File: config.mk
export PLATFORM = sky130hd
export DESIGN_NAME = fsv_core
export DESIGN_NICKNAME = d
export VERILOG_FILES = /design/src/pkg/fsv_pkg.sv /design/src/rtl/fsv_core.sv /design/src/rtl/fsv_classify.sv /design/src/rtl/fsv_compare.sv
export VERILOG_INCLUDE_DIRS = /design/src /design/src/pkg
export SDC_FILE = /design/constraint.sdc
export NUM_CORES = 1
export LEC_CHECK = 0
export ABC_CLOCK_PERIOD_IN_PS = 4900
export BUFFER_PORTS_ARGS = -buffer_cell sky130_fd_sc_hd__clkbuf_2
export CAP_MARGIN = 15
export CORE_MARGIN = 4
export CORE_UTILIZATION = 30
export CTS_CLUSTER_DIAMETER = 150
export DETAILED_ROUTE_END_ITERATION = 10
export GPL_ROUTABILITY_DRIVEN = 0
export HOLD_SLACK_MARGIN = 0.1
export PLACE_DENSITY = 0.54
export SETUP_SLACK_MARGIN = 0.1
export SYNTH_ARGS = -nofsm -noshare
export SYNTH_HDL_FRONTEND = slang
export SYNTH_HIERARCHICAL = 1
export SYNTH_SLANG_ARGS = --single-unit
File: constraint.sdc
create_clock -name sys_clk -period 4.9 [get_ports sys_clk]
set_input_delay 0.49 -clock sys_clk [delete_from_list [all_inputs] [get_ports sys_clk]]
set_output_delay 0.49 -clock sys_clk [all_outputs]
set_load 0.005 [all_outputs]
File: src/pkg/fsv_defs.svh
// Constants of the floating-point special-value handling block.
`ifndef FSV_DEFS_SVH
`define FSV_DEFS_SVH
`define FSV_CC_MSB        31
`define FSV_CC_LSB        28
`define FSV_DN_BIT        25
`define FSV_FZ_BIT        24
`define FSV_IDC_BIT       15
`define FSV_TRAP_EN_MASK  32'h00001f00
`define FSV_IOE_BIT       8
`define FSV_IXC_BIT       4
`define FSV_UFC_BIT       3
`define FSV_IOC_BIT       0
`define FSV_CTRL_RESET    32'h00000000
`define FSV_CC_LT         4'h8
`define FSV_CC_EQ         4'h6
`define FSV_CC_GT         4'h2
`define FSV_CC_UN         4'h3
`define FSV_D_SIGN        63
`define FSV_D_EXP_MSB     62
`define FSV_D_EXP_LSB     52
`define FSV_D_FRAC_MSB    51
`define FSV_S_SIGN        31
`define FSV_S_EXP_MSB     30
`define FSV_S_EXP_LSB     23
`define FSV_S_FRAC_MSB    22
`define FSV_S_WORD_MSB    31
`define FSV_D_SIGN_MASK   64'h8000000000000000
`define FSV_S_SIGN_MASK   64'h0000000080000000
`define FSV_D_DNAN        64'h7ff8000000000000
`define FSV_S_DNAN        64'h000000007fc00000
`define FSV_POS_ZERO      64'h0000000000000000
`endif

File: src/pkg/fsv_pkg.sv
// Types of the floating-point special-value handling block.
package fsv_pkg;
    typedef enum logic [7:0] {
        FSV_OP_MOVE   = 8'h01,
        FSV_OP_COPY   = 8'h02,
        FSV_OP_ABS    = 8'h04,
        FSV_OP_NEG    = 8'h08,
        FSV_OP_CMP    = 8'h10,
        FSV_OP_CMPE   = 8'h20,
        FSV_OP_ARITH  = 8'h40,
        FSV_OP_MFLAGS = 8'h80
    } fsv_op_t;
    typedef enum logic [1:0] {
        FSV_FMT_S   = 2'h0,
        FSV_FMT_D   = 2'h1,
        FSV_FMT_U32 = 2'h2,
        FSV_FMT_I32 = 2'h3
    } fsv_fmt_t;
    typedef enum logic [1:0] {
        FSV_ST_IDLE = 2'h1,
        FSV_ST_WAIT = 2'h2
    } fsv_state_t;
    typedef struct packed {
        fsv_op_t     op;
        fsv_fmt_t    fmt;
        logic [63:0] opa;
        logic [63:0] opb;
    } fsv_req_t;
    typedef struct packed {
        logic nan;
        logic snan;
        logic sub;
        logic zero;
    } fsv_class_t;
endpackage : fsv_pkg

File: src/rtl/fsv_core.sv
// Special-value, flush-to-zero and exception handling of the FP datapath.
//
// Overview of operation
// - Handles single, double and 32-bit unsigned/signed integers; no extended.
// - All-ones exponent with nonzero fraction is NaN; top fraction bit 0 signals.
// - Default NaN: sign 0, exponent all ones, only top fraction bit set.
// - Signaling NaN raises invalid; unhandled, the result is default quiet NaN.
// - Outside fast mode, arithmetic with NaN operands bounces to support code.
// - Transfers move NaNs unchanged, with no invalid flag and no bounce.
// - Copy, abs and negate pass NaNs, changing sign only, no flags.
// - Fast mode: arithmetic NaN gives default NaN; signaling NaN sets invalid.
// - Compare writes condition codes; a move copies them to host status.
// - Plain compare: signaling NaN unordered and invalid, traps if enabled.
// - Signaling compare: any NaN operand raises invalid, result unordered.
// - Underflow uses tininess after rounding and subnormalization loss.
// - Flush mode: result tiny before rounding becomes +0, sets underflow.
// - No flush: tiny risk bounces; otherwise result returned, inexact possible.
// - Exceptions are imprecise, taken when the next instruction is issued.
// - On exception entry sources are kept and the destination is not written.
// - Flush mode makes subnormal arithmetic inputs +0; abs/compare/negate not.
// - Input flush sets input-subnormal flag; result flush sets underflow flag.
// - Default-NaN enable is control bit 25, reset to 0.
// - Default-NaN mode alone still bounces NaN arithmetic; only fast mode returns default NaN.
// - Transfers, copy, abs, negate keep NaN fractions and set no flags.
// - Fast mode means flush on, default-NaN on and all traps disabled.
// - Exception flags are sticky until software rewrites the control register.
`timescale 1ns/1ps
`default_nettype none
`include "fsv_defs.svh"
module fsv_core
    import fsv_pkg::*;
(
    input  wire logic        sys_clk,          // System clock, 100 MHz
    input  wire logic        srst,             // Synchronous reset
    input  wire logic        issue_valid,      // Instruction offered
    output logic             issue_ready,      // Instruction can be taken
    input  wire fsv_req_t    issue_req,        // Instruction and operands
    input  wire logic        ctrl_wr_en,       // Control register write
    input  wire logic [31:0] ctrl_wr_data,     // Control register value
    output logic [31:0]      fp_status_control_reg, // Control/status
    output logic             arith_start,      // Start the arithmetic unit
    output logic [63:0]      arith_opa,        // Flushed first operand
    output logic [63:0]      arith_opb,        // Flushed second operand
    input  wire logic        arith_done,       // Arithmetic result ready
    input  wire logic [63:0] arith_res,        // Rounded result
    input  wire logic        arith_tiny_pre,   // Tiny before rounding
    input  wire logic        arith_tiny_risk,  // Tininess could occur
    input  wire logic        arith_tiny_post,  // Tiny after rounding
    input  wire logic        arith_inexact,    // Result was rounded
    output logic             res_valid,        // Destination write pulse
    output logic [63:0]      res_data,         // Destination value
    output logic             exc_pending,      // Exceptional state held
    output logic             exc_entry,        // Support code entry pulse
    output logic             host_flags_valid, // Host flag copy pulse
    output logic [3:0]       host_status_flags // Codes for host status
);
    fsv_state_t  state_q, state_d;
    logic [31:0] ctrl_q, ctrl_d;
    logic        start_q, start_d;
    logic [63:0] opa_q, opa_d, opb_q, opb_d;
    logic        wait_dbl_q, wait_dbl_d;
    logic        res_valid_q, res_valid_d;
    logic [63:0] res_q, res_d;
    logic        pend_q, pend_d;
    logic        entry_q, entry_d;
    logic        hvalid_q, hvalid_d;
    logic [3:0]  hflags_q, hflags_d;
    logic [31:0] flag_set;
    logic        cc_we;
    fsv_class_t  cls_a, cls_b;
    logic [3:0]  cmp_cc;

    wire take = issue_valid & issue_ready;
    wire fsv_op_t op = issue_req.op;
    wire dbl = issue_req.fmt == FSV_FMT_D;
    // Integer formats are never classified as special values.
    wire is_fp = (issue_req.fmt == FSV_FMT_S) | dbl;
    wire uses_b = (op == FSV_OP_CMP) | (op == FSV_OP_CMPE)
                | (op == FSV_OP_ARITH);
    wire any_nan = cls_a.nan | (uses_b & cls_b.nan);
    wire any_snan = cls_a.snan | (uses_b & cls_b.snan);
    wire fz = ctrl_q[`FSV_FZ_BIT];
    wire dn = ctrl_q[`FSV_DN_BIT];
    wire invalid_op_trap_enable = ctrl_q[`FSV_IOE_BIT];
    wire fast_mode = fz & dn & ~|(ctrl_q & `FSV_TRAP_EN_MASK);
    wire [63:0] sign_mask = dbl ? `FSV_D_SIGN_MASK : `FSV_S_SIGN_MASK;
    wire [63:0] dflt_nan = dbl ? `FSV_D_DNAN : `FSV_S_DNAN;
    wire [63:0] abs_res = issue_req.opa & ~sign_mask;
    wire [63:0] neg_res = issue_req.opa ^ sign_mask;
    wire cmp_inv = (op == FSV_OP_CMP) ? any_snan : any_nan;
    wire cmp_trap = cmp_inv & invalid_op_trap_enable;
    wire nan_bounce = any_nan & ~fast_mode;
    wire flush_a = fz & cls_a.sub;
    wire flush_b = fz & cls_b.sub;
    wire uf_bounce = ~fz & (arith_tiny_risk | arith_tiny_post);
    wire [63:0] arith_word = wait_dbl_q ? arith_res
                           : {32'h0, arith_res[`FSV_S_WORD_MSB:0]};

    fsv_classify u_cls_a (
        .value  (issue_req.opa),
        .is_dbl (dbl),
        .is_fp  (is_fp),
        .cls    (cls_a)
    );
    fsv_classify u_cls_b (
        .value  (issue_req.opb),
        .is_dbl (dbl),
        .is_fp  (is_fp),
        .cls    (cls_b)
    );
    fsv_compare u_cmp (
        .a      (issue_req.opa),
        .b      (issue_req.opb),
        .is_dbl (dbl),
        .unord  (any_nan),
        .cc     (cmp_cc)
    );

    always_comb
    begin
        state_d    = state_q;
        start_d    = 1'b0;
        opa_d      = opa_q;
        opb_d      = opb_q;
        wait_dbl_d = wait_dbl_q;
        res_valid_d = 1'b0;
        res_d      = res_q;
        pend_d     = pend_q;
        entry_d    = 1'b0;
        hvalid_d   = 1'b0;
        hflags_d   = hflags_q;
        flag_set   = 32'h0;
        cc_we      = 1'b0;
        if (take && pend_q)
        begin
            // Nothing is written so the support code sees sources intact.
            entry_d = 1'b1;
            pend_d  = 1'b0;
        end
        else if (take)
        begin
            case (op)
                FSV_OP_MOVE:
                begin
                    res_valid_d = 1'b1;
                    res_d       = issue_req.opa;
                end
                FSV_OP_COPY, FSV_OP_ABS, FSV_OP_NEG:
                begin
                    res_valid_d = 1'b1;
                    res_d = (op == FSV_OP_ABS) ? abs_res
                          : (op == FSV_OP_NEG) ? neg_res
                          : issue_req.opa;
                end
                FSV_OP_CMP, FSV_OP_CMPE:
                begin
                    if (cmp_trap)
                        pend_d = 1'b1;
                    else
                    begin
                        cc_we = 1'b1;
                        flag_set[`FSV_IOC_BIT] = cmp_inv;
                    end
                end
                FSV_OP_MFLAGS:
                begin
                    hvalid_d = 1'b1;
                    hflags_d = ctrl_q[`FSV_CC_MSB:`FSV_CC_LSB];
                end
                FSV_OP_ARITH:
                begin
                    if (nan_bounce)
                        pend_d = 1'b1;
                    else if (any_nan)
                    begin
                        res_valid_d = 1'b1;
                        res_d       = dflt_nan;
                        flag_set[`FSV_IOC_BIT] = any_snan;
                    end
                    else
                    begin
                        start_d    = 1'b1;
                        state_d    = FSV_ST_WAIT;
                        wait_dbl_d = dbl;
                        opa_d = flush_a ? `FSV_POS_ZERO : issue_req.opa;
                        opb_d = flush_b ? `FSV_POS_ZERO : issue_req.opb;
                        flag_set[`FSV_IDC_BIT] = flush_a | flush_b;
                    end
                end
                default:
                begin
                    res_valid_d = 1'b0;
                end
            endcase
        end
        if (state_q == FSV_ST_WAIT && arith_done)
        begin
            state_d = FSV_ST_IDLE;
            if (fz && arith_tiny_pre)
            begin
                res_valid_d = 1'b1;
                res_d       = `FSV_POS_ZERO;
                flag_set[`FSV_UFC_BIT] = 1'b1;
            end
            else if (uf_bounce)
                pend_d = 1'b1;
            else
            begin
                res_valid_d = 1'b1;
                res_d       = arith_word;
                flag_set[`FSV_IXC_BIT] = arith_inexact;
            end
        end
    end

    // A hardware flag event in the same cycle as a software write survives.
    always_comb
    begin
        ctrl_d = ctrl_wr_en ? ctrl_wr_data : ctrl_q;
        if (cc_we)
            ctrl_d[`FSV_CC_MSB:`FSV_CC_LSB] = cmp_cc;
        ctrl_d = ctrl_d | flag_set;
    end

    always_ff @(posedge sys_clk)
    begin
        if (srst)
        begin
            state_q <= FSV_ST_IDLE;
            ctrl_q  <= `FSV_CTRL_RESET;
            pend_q  <= 1'b0;
        end
        else
        begin
            state_q <= state_d;
            ctrl_q  <= ctrl_d;
            pend_q  <= pend_d;
        end
    end

    always_ff @(posedge sys_clk)
    begin
        if (srst)
        begin
            start_q     <= 1'b0;
            res_valid_q <= 1'b0;
            entry_q     <= 1'b0;
            hvalid_q    <= 1'b0;
        end
        else
        begin
            start_q     <= start_d;
            res_valid_q <= res_valid_d;
            entry_q     <= entry_d;
            hvalid_q    <= hvalid_d;
        end
    end

    always_ff @(posedge sys_clk)
    begin
        if (srst)
        begin
            opa_q      <= `FSV_POS_ZERO;
            opb_q      <= `FSV_POS_ZERO;
            wait_dbl_q <= 1'b0;
            res_q      <= `FSV_POS_ZERO;
            hflags_q   <= 4'h0;
        end
        else
        begin
            opa_q      <= opa_d;
            opb_q      <= opb_d;
            wait_dbl_q <= wait_dbl_d;
            res_q      <= res_d;
            hflags_q   <= hflags_d;
        end
    end

    assign issue_ready           = state_q == FSV_ST_IDLE;
    assign fp_status_control_reg = ctrl_q;
    assign arith_start           = start_q;
    assign arith_opa             = opa_q;
    assign arith_opb             = opb_q;
    assign res_valid             = res_valid_q;
    assign res_data              = res_q;
    assign exc_pending           = pend_q;
    assign exc_entry             = entry_q;
    assign host_flags_valid      = hvalid_q;
    assign host_status_flags     = hflags_q;

    wire plain = take & ~pend_q;
endmodule : fsv_core
`default_nettype wire

File: src/rtl/fsv_classify.sv
// Operand classifier: NaN, signaling NaN, subnormal and zero.
`timescale 1ns/1ps
`default_nettype none
`include "fsv_defs.svh"
module fsv_classify
    import fsv_pkg::*;
(
    input  wire logic [63:0] value,    // Operand bits, single in low word
    input  wire logic        is_dbl,   // Operand is double precision
    input  wire logic        is_fp,    // Operand is a floating-point value
    output fsv_class_t       cls       // Classification result
);
    wire exp_ones = is_dbl ? &value[`FSV_D_EXP_MSB:`FSV_D_EXP_LSB]
                           : &value[`FSV_S_EXP_MSB:`FSV_S_EXP_LSB];
    wire exp_zero = is_dbl ? ~|value[`FSV_D_EXP_MSB:`FSV_D_EXP_LSB]
                           : ~|value[`FSV_S_EXP_MSB:`FSV_S_EXP_LSB];
    wire frac_nz  = is_dbl ? |value[`FSV_D_FRAC_MSB:0]
                           : |value[`FSV_S_FRAC_MSB:0];
    wire frac_top = is_dbl ? value[`FSV_D_FRAC_MSB]
                           : value[`FSV_S_FRAC_MSB];
    assign cls.nan  = is_fp & exp_ones & frac_nz;
    assign cls.snan = is_fp & exp_ones & frac_nz & ~frac_top;
    assign cls.sub  = is_fp & exp_zero & frac_nz;
    assign cls.zero = is_fp & exp_zero & ~frac_nz;
endmodule : fsv_classify
`default_nettype wire

File: src/rtl/fsv_compare.sv
// Ordered/unordered comparator producing condition codes.
`timescale 1ns/1ps
`default_nettype none
`include "fsv_defs.svh"
module fsv_compare
    import fsv_pkg::*;
(
    input  wire logic [63:0] a,        // First operand
    input  wire logic [63:0] b,        // Second operand
    input  wire logic        is_dbl,   // Operands are double precision
    input  wire logic        unord,    // Either operand is a NaN
    output logic [3:0]       cc        // Condition code result
);
    wire        sa = is_dbl ? a[`FSV_D_SIGN] : a[`FSV_S_SIGN];
    wire        sb = is_dbl ? b[`FSV_D_SIGN] : b[`FSV_S_SIGN];
    wire [62:0] ma = is_dbl ? a[`FSV_D_EXP_MSB:0]
                            : {32'h0, a[`FSV_S_EXP_MSB:0]};
    wire [62:0] mb = is_dbl ? b[`FSV_D_EXP_MSB:0]
                            : {32'h0, b[`FSV_S_EXP_MSB:0]};
    // Plus and minus zero are equal although their bits differ.
    wire both_zero = ~|ma & ~|mb;
    wire same = (sa == sb) & (ma == mb);
    wire eq = both_zero | same;
    wire lt = ~eq & ((sa & ~sb) | (~sa & ~sb & (ma < mb))
                     | (sa & sb & (ma > mb)));
    assign cc = unord ? `FSV_CC_UN : eq ? `FSV_CC_EQ
              : lt ? `FSV_CC_LT : `FSV_CC_GT;
endmodule : fsv_compare
`default_nettype wire

==> results of run 1 <==
## cell type report
cell class | count | area, sq um | area share
multi-input combinational | 913 | 6675 | 0.4272
sequential | 236 | 4725 | 0.3024
timing repair buffer | 490 | 2515 | 0.1610
clock buffer | 41 | 820.8 | 0.05253
tap | 525 | 656.9 | 0.04204
inverter | 46 | 172.7 | 0.01105
clock inverter | 5 | 56.30 | 0.003604
antenna | 1 | 2.502 | 0.0001602
## layer usage
metal,vias up,track usage,wire (um)
met5,-,0,20
met4,2,0.05918,1637
met3,110,0.04679,3907
met2,606,0.3712,24510
met1,5924,0.3064,23300
li1,5822,-,-
## how the worst min path moves through the flow
stage	startpoint	to	slack [ns]	depth (start not counted)
finish	arith_inexact	fp_status_control_reg[4]$_SDFF_PP0_	0.17	3
global route	ctrl_wr_data[24]	fp_status_control_reg[24]$_SDFFE_PP0P_	0.16	3
CTS	ctrl_wr_data[20]	fp_status_control_reg[20]$_SDFFE_PP0P_	0.13	3
detailed placement	wait_dbl_q$_SDFFE_PP0P_	wait_dbl_q$_SDFFE_PP0P_	0.46	2
global placement	wait_dbl_q$_SDFFE_PP0P_	wait_dbl_q$_SDFFE_PP0P_	0.46	2
floorplan	wait_dbl_q$_SDFFE_PP0P_	wait_dbl_q$_SDFFE_PP0P_	0.43	2
## critical path, cell delays in order
cell	delay, ns
clkbuf_2	0.08
inv_1	0.23
nand2_1	0.15
inv_2	0.36
buf_12	0.29
nand2_1	0.10
ha_1	0.33
nand4_1	0.13
nor4_2	0.44
nand4_1	0.27
nor4_2	0.40
or2b_1	0.16
a21oi_1	0.06
o311ai_1	0.58
nor3_1	0.13
nor3b_1	0.19
## power by group through the flow
stage | clock network [mW] | logic, mW | registers (mW)
3_5_place_dp | 0 | 0.551 | 2.00
3_3_place_gp | 0 | 0.543 | 2.00
5_1_grt | 2.15 | 0.608 | 1.96
2_1_floorplan | 0 | 0.263 | 1.99
6_report | 2.03 | 0.554 | 1.95
4_1_cts | 2.08 | 0.553 | 1.95
## stage by stage
| step | utilization | std cells | instance area [sq um] | hold slack, ns |
|---|---|---|---|---|
| after global routing | 0.3905 | 2257 | 15620 | 0.1595 |
| after detailed placement | 0.3685 | 2210 | 14740 | 0.4607 |
| after CTS | 0.3905 | 2256 | 15620 | 0.1321 |
| after global placement | 0.3685 | 2210 | 14740 | 0.4566 |
| after floorplan | - | 1292 | 12200 | 0.4281 |
| final | 0.3905 | 2257 | 15620 | 0.1702 |
==> metrics.txt, run 1 <==
total global routing track utilization 0.2269; minimum setup slack after placement 0.4321 ns; outcome complete, no violations; Clock H-tree levels 1; first-pass iteration count of the detailed router 5; Internal Dissipation 3.341 mW; synthesized netlist net count 1603; critical path fanouts, max 65; end of the critical path fp_status_control_reg[29]$_SDFFE_PP0P_; wire length of the first global-routing pass 78.24 mm; final max-slew violation count 0; count of warnings emitted by yosys 6; Cell Rows 73; core region area 40010 sq um; fraction of power consumed by sequential logic 0.431; HPWL after DPL 40.42 mm; cell area power density 290.4 nW/um^2; Crit. Startpoint issue_req[129]; largest net degree at the start of global routing 129; clock root cell clkbuf_16; grt ovf 0; total number of vias 12460; flop2flop setup slack 1.80 ns; Worst Reg2Reg Path Length in Cells 6; Critical Path Start Type input pin; count of boundary I/O pins 477; highest-count cells in the layout ignoring fill and taps clkbuf_2 (475), dfxtp_1 (236), a22o_2 (106), a21oi_1 (96), nor3_1 (90); maximum operating frequency 0.2523 GHz; worst vdd rail ir drop 0.0002300 V; unrepaired setup endpoints after global routing false; # port buffers 476; number of global-route vias before repair 12380; clock transition at the registers of the reported paths 0.06 ns; post-CTS resize count 0; CTS tree yes; relative area change from synthesis to final layout 28.11%; commonest non-fill, non-tap cell in the layout clkbuf_2; Detail Route Antenna Nets 0; Die Footprint 43940 sq um; reg2reg end res_data[49]$_SDFF_PP0_; Post-Synthesis Cell Area 12200 sq um; worst skew pair latency 0.55 ns; Net Sw Power 1.196 mW; fraction of layout instances using a drive strength above 1 0.3882; final setup margin 0.9365 ns; Slew headroom 0.3063; number of post-CTS setup repair buffers 0; origin of the critical flop-to-flop path state_q[1]$_SDFFE_PP0P_; die height 209.6 um; transition at the pin with the smallest max-transition slack 1.040 ns; Iter 0 DRT Violations 1128; share of total power in combinational logic 0.122; post-cts hold buffer count 0; Avg Cell Area, Syn 9.439 sq um; fraction of power consumed by the clock network 0.447; drt total wl 53.38 mm; starting density of the core 0.3048; Crit path arrival time 4.44 ns; clock period minus final worst setup slack 3.964 ns; CP endpoint kind flip-flop; average vias per placed instance 5.522; Total Power 4.537 mW; Post-Route Setup TNS 0 ns; class of the tightest hold or removal check input pin to flip-flop; standby leakage power 7.021 nW; total of endpoints with negative setup slack in the final report 0; DRC errors left 0; final worst-path cycle share 0.8089; Post-Synthesis Cells 1292; Setup CP Type input pin to flip-flop; share of total power consumed by net switching 0.2637; data required time of the worst path 5.37 ns; largest buffer count on any clock path 3; number of buffers added by the clock tree synthesis step 28; filler instances 4059; MaxCap Viol Count 0; number of antenna violations at the first check in global routing 2; Wirelength per Cell 23.65 um; final net count 2026; TritonCTS Sinks 236; Horiz. Die Dim 209.6 um; Hold Vio Cnt, Final 0; maximum clock skew at final layout 0.01051 ns
No activity file was read; power rests on OpenSTA's default activity.
==> inputs of run 2 (changes only) <==
Settings changed: ABC_CLOCK_PERIOD_IN_PS 4900 to 3900.
Clock period 4.9 ns to 3.9 ns, I/O delays scaled along.
==> metrics.txt, run 2 (synthesis results as in run 1) <==
outcome complete, no violations; HPWL after DPL 41.17 mm; CP cell instances dlygate4sd3_1 > clkbuf_2 > nor4_1 > nand4_1 > o31ai_1 > a21oi_1 > buf_4 > nor2_1 > and2_2 > nor2_4 > buf_12 > buf_12 > a22o_2; worst vdd rail ir drop 0.0002442 V; grt ovf 0; final instance area 16290 sq um; CP endpoint kind flip-flop; Horiz. Die Dim 209.6 um; Cell Rows 73; # port buffers 476; starting density of the core 0.3048; clock period minus final worst setup slack 3.288 ns; Iter 0 DRT Violations 1104; total number of vias 12760; cell area power density 355.3 nW/um^2; reg2reg end arith_opb[60]$_SDFFE_PP0P_; first-pass iteration count of the detailed router 5; Crit. Startpoint issue_req[39]; number of buffers added by the clock tree synthesis step 27; transition at the pin with the smallest max-transition slack 0.9251 ns; end of the critical path arith_opb[60]$_SDFFE_PP0P_; Die Footprint 43940 sq um; relative area change from synthesis to final layout 33.54%; minimum hold slack 0.1295 ns; final net count 2088; post-cts hold buffer count 46; maximum operating frequency 0.3042 GHz; Post-Route Setup TNS 0 ns; Critical Path Start Type input pin; Detail Route Antenna Nets 0; Crit path arrival time 3.72 ns; DRC errors left 0; number of antenna violations at the first check in global routing 0; final max-slew violation count 0; die height 209.6 um; number of post-CTS setup repair buffers 0; Worst Reg2Reg Path Length in Cells 7; number of global-route vias before repair 12550; maximum clock skew at final layout 0.008599 ns; Critical path buffers and inverters 5; Setup CP Type input pin to flip-flop; standby leakage power 7.320 nW; Hold Vio Cnt, Final 0; Total Power 5.786 mW; launch instance of the worst min-delay path arith_res[60]; Wirelength per Cell 23.29 um; worst skew pair latency 0.54 ns; largest net degree at the start of global routing 76; final worst-path cycle share 0.8430; total of endpoints with negative setup slack in the final report 0; count of boundary I/O pins 477; final cell count without fillers 2321; most frequent cell on the critical path buf_12; fraction of layout instances using a drive strength above 1 0.3859; Antenna Cells 0; Slew headroom 0.3833; clock transition at the registers of the reported paths 0.06 ns; post-CTS resize count 0; Critical Path Stages 13; drt total wl 54.06 mm; clock root cell clkbuf_16; largest buffer count on any clock path 3; MaxCap Viol Count 0; data required time of the worst path 4.33 ns; average vias per placed instance 5.495; TritonCTS Sinks 236; Clock H-tree levels 1; flop2flop setup slack 1.07 ns; CTS tree yes; unrepaired setup endpoints after global routing false; commonest non-fill, non-tap cell in the layout clkbuf_2; origin of the critical flop-to-flop path state_q[1]$_SDFFE_PP0P_; total global routing track utilization 0.2307; instance area at placement 14930 sq um; class of the tightest hold or removal check input pin to flip-flop; Placed Cells incl. Taps 2227; wire length of the first global-routing pass 79.45 mm; Top Family by Delay on Critical Path simple AND/OR/NAND/NOR gates; Crit-path slowest cell dlygate4sd3_1; highest-count cells in the layout ignoring fill and taps clkbuf_2 (475), dfxtp_1 (236), a22o_2 (106), a21oi_1 (96), nor3_1 (90); critical path fanouts, max 39; core region area 40010 sq um; maximum single-stage delay on the critical path 0.54 ns
[run 2: changes by cell type in the layout (fill, tap and decap cells not counted), sizes merged]
cell	delta
clkinvlp	+2
inv	-1
clkbuf	-2
diode	-1
dlygate4sd3	+46
bufinv	+1
clkinv	+2
buf	+17
[run 2: final cells by class]
type                            count  area (sq um)
Clock inverter                      9         100.1
Clock buffer                       39         790.8
Timing Repair Buffer              553          3166
Multi-Input combinational cell    913          6675
Fill cell                        4042         23720
Inverter                           46         172.7
Sequential cell                   236          4725
Tap cell                          525         656.9
[run 2: how the worst min path moves through the flow]
stage,depth (start not counted),endpoint
detailed placement,2,wait_dbl_q$_SDFFE_PP0P_
finish,3,res_data[60]$_SDFF_PP0_
CTS,3,res_data[41]$_SDFF_PP0_
global placement,2,wait_dbl_q$_SDFFE_PP0P_
global route,3,res_data[49]$_SDFF_PP0_
floorplan,2,wait_dbl_q$_SDFFE_PP0P_
[run 2: power breakdown]
group | leakage (nW) | switching, mW | internal (mW) | total (mW)
clock network | 0.437 | 1.05 | 1.53 | 2.58
registers | 1.91 | 0.0196 | 2.44 | 2.45
logic | 4.98 | 0.456 | 0.296 | 0.752
total | 7.32 | 1.52 | 4.26 | 5.79
[run 2: routing by layer]
metal | share of wire | global-route usage | wire length, um | vias up
li1 | - | - | - | 5954
met1 | 0.43 | 0.3125 | 23390 | 6113
met2 | 0.46 | 0.3744 | 25120 | 601
met3 | 0.077 | 0.05022 | 4184 | 87
met4 | 0.025 | 0.05986 | 1366 | 0
met5 | 0 | 0 | 0 | -
[run 2: worst register-to-register path, cell delays in order (launching register included)]
cell and delay (ns):
dfxtp_1 0.34, or4bb_2 0.85, nor4_4 0.45, and2_2 0.35
nor2_4 0.05, buf_12 0.20, buf_12 0.19, a22o_2 0.29
[run 2: per-stage QoR]
stage            util  worst slack, ns
2_1_floorplan       -           0.4406
3_3_place_gp   0.3733           0.3717
3_5_place_dp   0.3733           0.3768
4_1_cts        0.4071           0.6204
5_1_grt        0.4071           0.3986
6_report       0.4071           0.6123
==> inputs of run 3 (changes only) <==
Settings changed: ABC_CLOCK_PERIOD_IN_PS 3900 to 2700, PLACE_DENSITY 0.54 to 0.56.
Clock period 3.9 ns to 2.7 ns, I/O delays scaled along.
==> metrics.txt, run 3 (synthesis results as in run 1) <==
Wirelength per Cell 21.75 um; worst vdd rail ir drop 0.0004321 V; fraction of power consumed by sequential logic 0.401; Hold Vio Cnt, Final 0; number of global-route vias before repair 14650; Cell Rows 73; total number of vias 14580; largest net degree at the start of global routing 49; HPWL after DPL 44.07 mm; class of the tightest hold or removal check input pin to flip-flop; Clock H-tree levels 1; first-pass iteration count of the detailed router 6; critical path fanouts, max 7; Slew headroom 0.3105; TritonCTS Sinks 236; Horiz. Die Dim 209.6 um; Detail Route Antenna Nets 0; cell area power density 438.5 nW/um^2; minimum setup slack after placement -0.6996 ns; total global routing track utilization 0.2478; # port buffers 476; maximum clock skew at final layout 0.009345 ns; unrepaired setup endpoints after global routing true; final worst-path cycle share 1.042; transition at the pin with the smallest max-transition slack 1.021 ns; Crit path arrival time 3.23 ns; CTS tree yes; standby leakage power 9.235 nW; core region area 40010 sq um; number of buffers added by the clock tree synthesis step 28; final max-slew violation count 0; clock period minus final worst setup slack 2.813 ns; number of antenna violations at the first check in global routing 2; Iter 0 DRT Violations 1197; share of total power consumed by net switching 0.2655; drt total wl 58.84 mm; CP endpoint kind flip-flop; commonest non-fill, non-tap cell in the layout clkbuf_2; minimum hold slack 0.1367 ns; final net count 2470; die height 209.6 um; Worst Reg2Reg Path Length in Cells 6; origin of the critical flop-to-flop path state_q[1]$_SDFFE_PP0P_; flop2flop setup slack 0.28 ns; maximum operating frequency 0.3555 GHz; relative area change from synthesis to final layout 65.48%; fraction of power consumed by the clock network 0.420; DRC errors left 0; Critical Path Start Type input pin; MaxCap Viol Count 0; wire length of the first global-routing pass 87.10 mm; final setup margin -0.1132 ns; share of total power in combinational logic 0.179; highest-count cells in the layout ignoring fill and taps clkbuf_2 (473), buf_4 (250), dfxtp_1 (236), dlygate4sd3_1 (184), a22o_2 (106); launch instance of the worst min-delay path ctrl_wr_data[0]; reg2reg end fp_status_control_reg[4]$_SDFF_PP0_; grt ovf 0; Min-Delay Endpoint fp_status_control_reg[0]$_SDFF_PP0_; starting density of the core 0.3048; outcome complete, but fails checks; instance count along the most critical hold path 4; data required time of the worst path 3.12 ns; clock root cell clkbuf_16; Internal Dissipation 6.500 mW; Net Sw Power 2.350 mW; worst skew pair latency 0.56 ns; failing checks setup timing; clock transition at the registers of the reported paths 0.07 ns; Setup CP Type input pin to flip-flop; count of boundary I/O pins 477; fraction of layout instances using a drive strength above 1 0.4518; Die Footprint 43940 sq um; average vias per placed instance 5.391; largest buffer count on any clock path 3; total of endpoints with negative setup slack in the final report 2
[run 3: area by class of cell]
class	instances	area [sq um]
Inverter	46	188.9
Sequential cell	236	4725
Antenna cell	2	5.005
Clock buffer	40	817.0
Tap cell	525	656.9
Clock inverter	9	78.83
Timing Repair Buffer	934	6655
Multi-Input combinational cell	913	7054
Fill cell	3712	19830
[run 3: worst max path at each step]
| stage | depth (start not counted) | start | end |
|---|---|---|---|
| after floorplan | 16 | issue_req[129] | fp_status_control_reg[31]$_SDFFE_PP0P_ |
| after global placement | 17 | issue_req[129] | fp_status_control_reg[31]$_SDFFE_PP0P_ |
| after detailed placement | 18 | issue_req[129] | fp_status_control_reg[31]$_SDFFE_PP0P_ |
| after CTS | 18 | issue_req[129] | fp_status_control_reg[29]$_SDFFE_PP0P_ |
| after global routing | 19 | issue_req[129] | fp_status_control_reg[29]$_SDFFE_PP0P_ |
| final | 20 | issue_req[129] | fp_status_control_reg[31]$_SDFFE_PP0P_ |
[run 3: power groups by stage]
stage | Sequential, mW | Combinational, mW | Clock, mW
CTS | 3.55 | 1.51 | 3.81
finish | 3.55 | 1.58 | 3.72
detailed placement | 3.62 | 1.24 | 0
floorplan | 3.62 | 0.494 | 0
global route | 3.55 | 1.69 | 3.93
global placement | 3.62 | 1.22 | 0
[run 3: critical path: stages]
cell,delay (ns)
clkbuf_16,0.12
inv_12,0.03
nand2_8,0.06
clkinvlp_4,0.11
buf_6,0.13
buf_12,0.13
buf_16,0.13
and2_4,0.14
ha_4,0.26
nand4_1,0.21
nor4_4,0.25
buf_4,0.16
nand4_1,0.14
buf_4,0.18
inv_1,0.06
a221oi_2,0.06
and3_1,0.23
o311a_1,0.33
nor3_1,0.14
nor3b_1,0.08
[run 3: timing repair]
item	CTS	global route
setup buffers	6	11
endpoints found under the setup margin	62	193
hold buffers	184	0
hold endpoints to repair	182	0
pin swaps	11	15
gates resized for setup	18	40
cloned	3	3
[run 3: routing by layer]
layer | share of wire | vias up | track usage
li1 | - | 6733 | -
met1 | 0.43 | 7006 | 0.3375
met2 | 0.45 | 696 | 0.3943
met3 | 0.074 | 149 | 0.04694
met4 | 0.040 | 0 | 0.08663
met5 | 0 | - | 0
[run 3: per-stage QoR]
step	util	total power, mW	std cells	setup TNS, ns	instance area [sq um]
CTS	0.4946	8.862	2689	0	19790
global placement	0.4194	4.844	2447	-82.37	16780
detailed placement	0.4194	4.864	2447	-78.18	16780
global route	0.5044	9.170	2705	-1.006	20180
floorplan	-	4.111	1292	-0.5494	12300
finish	0.5044	8.850	2705	-0.2263	20180
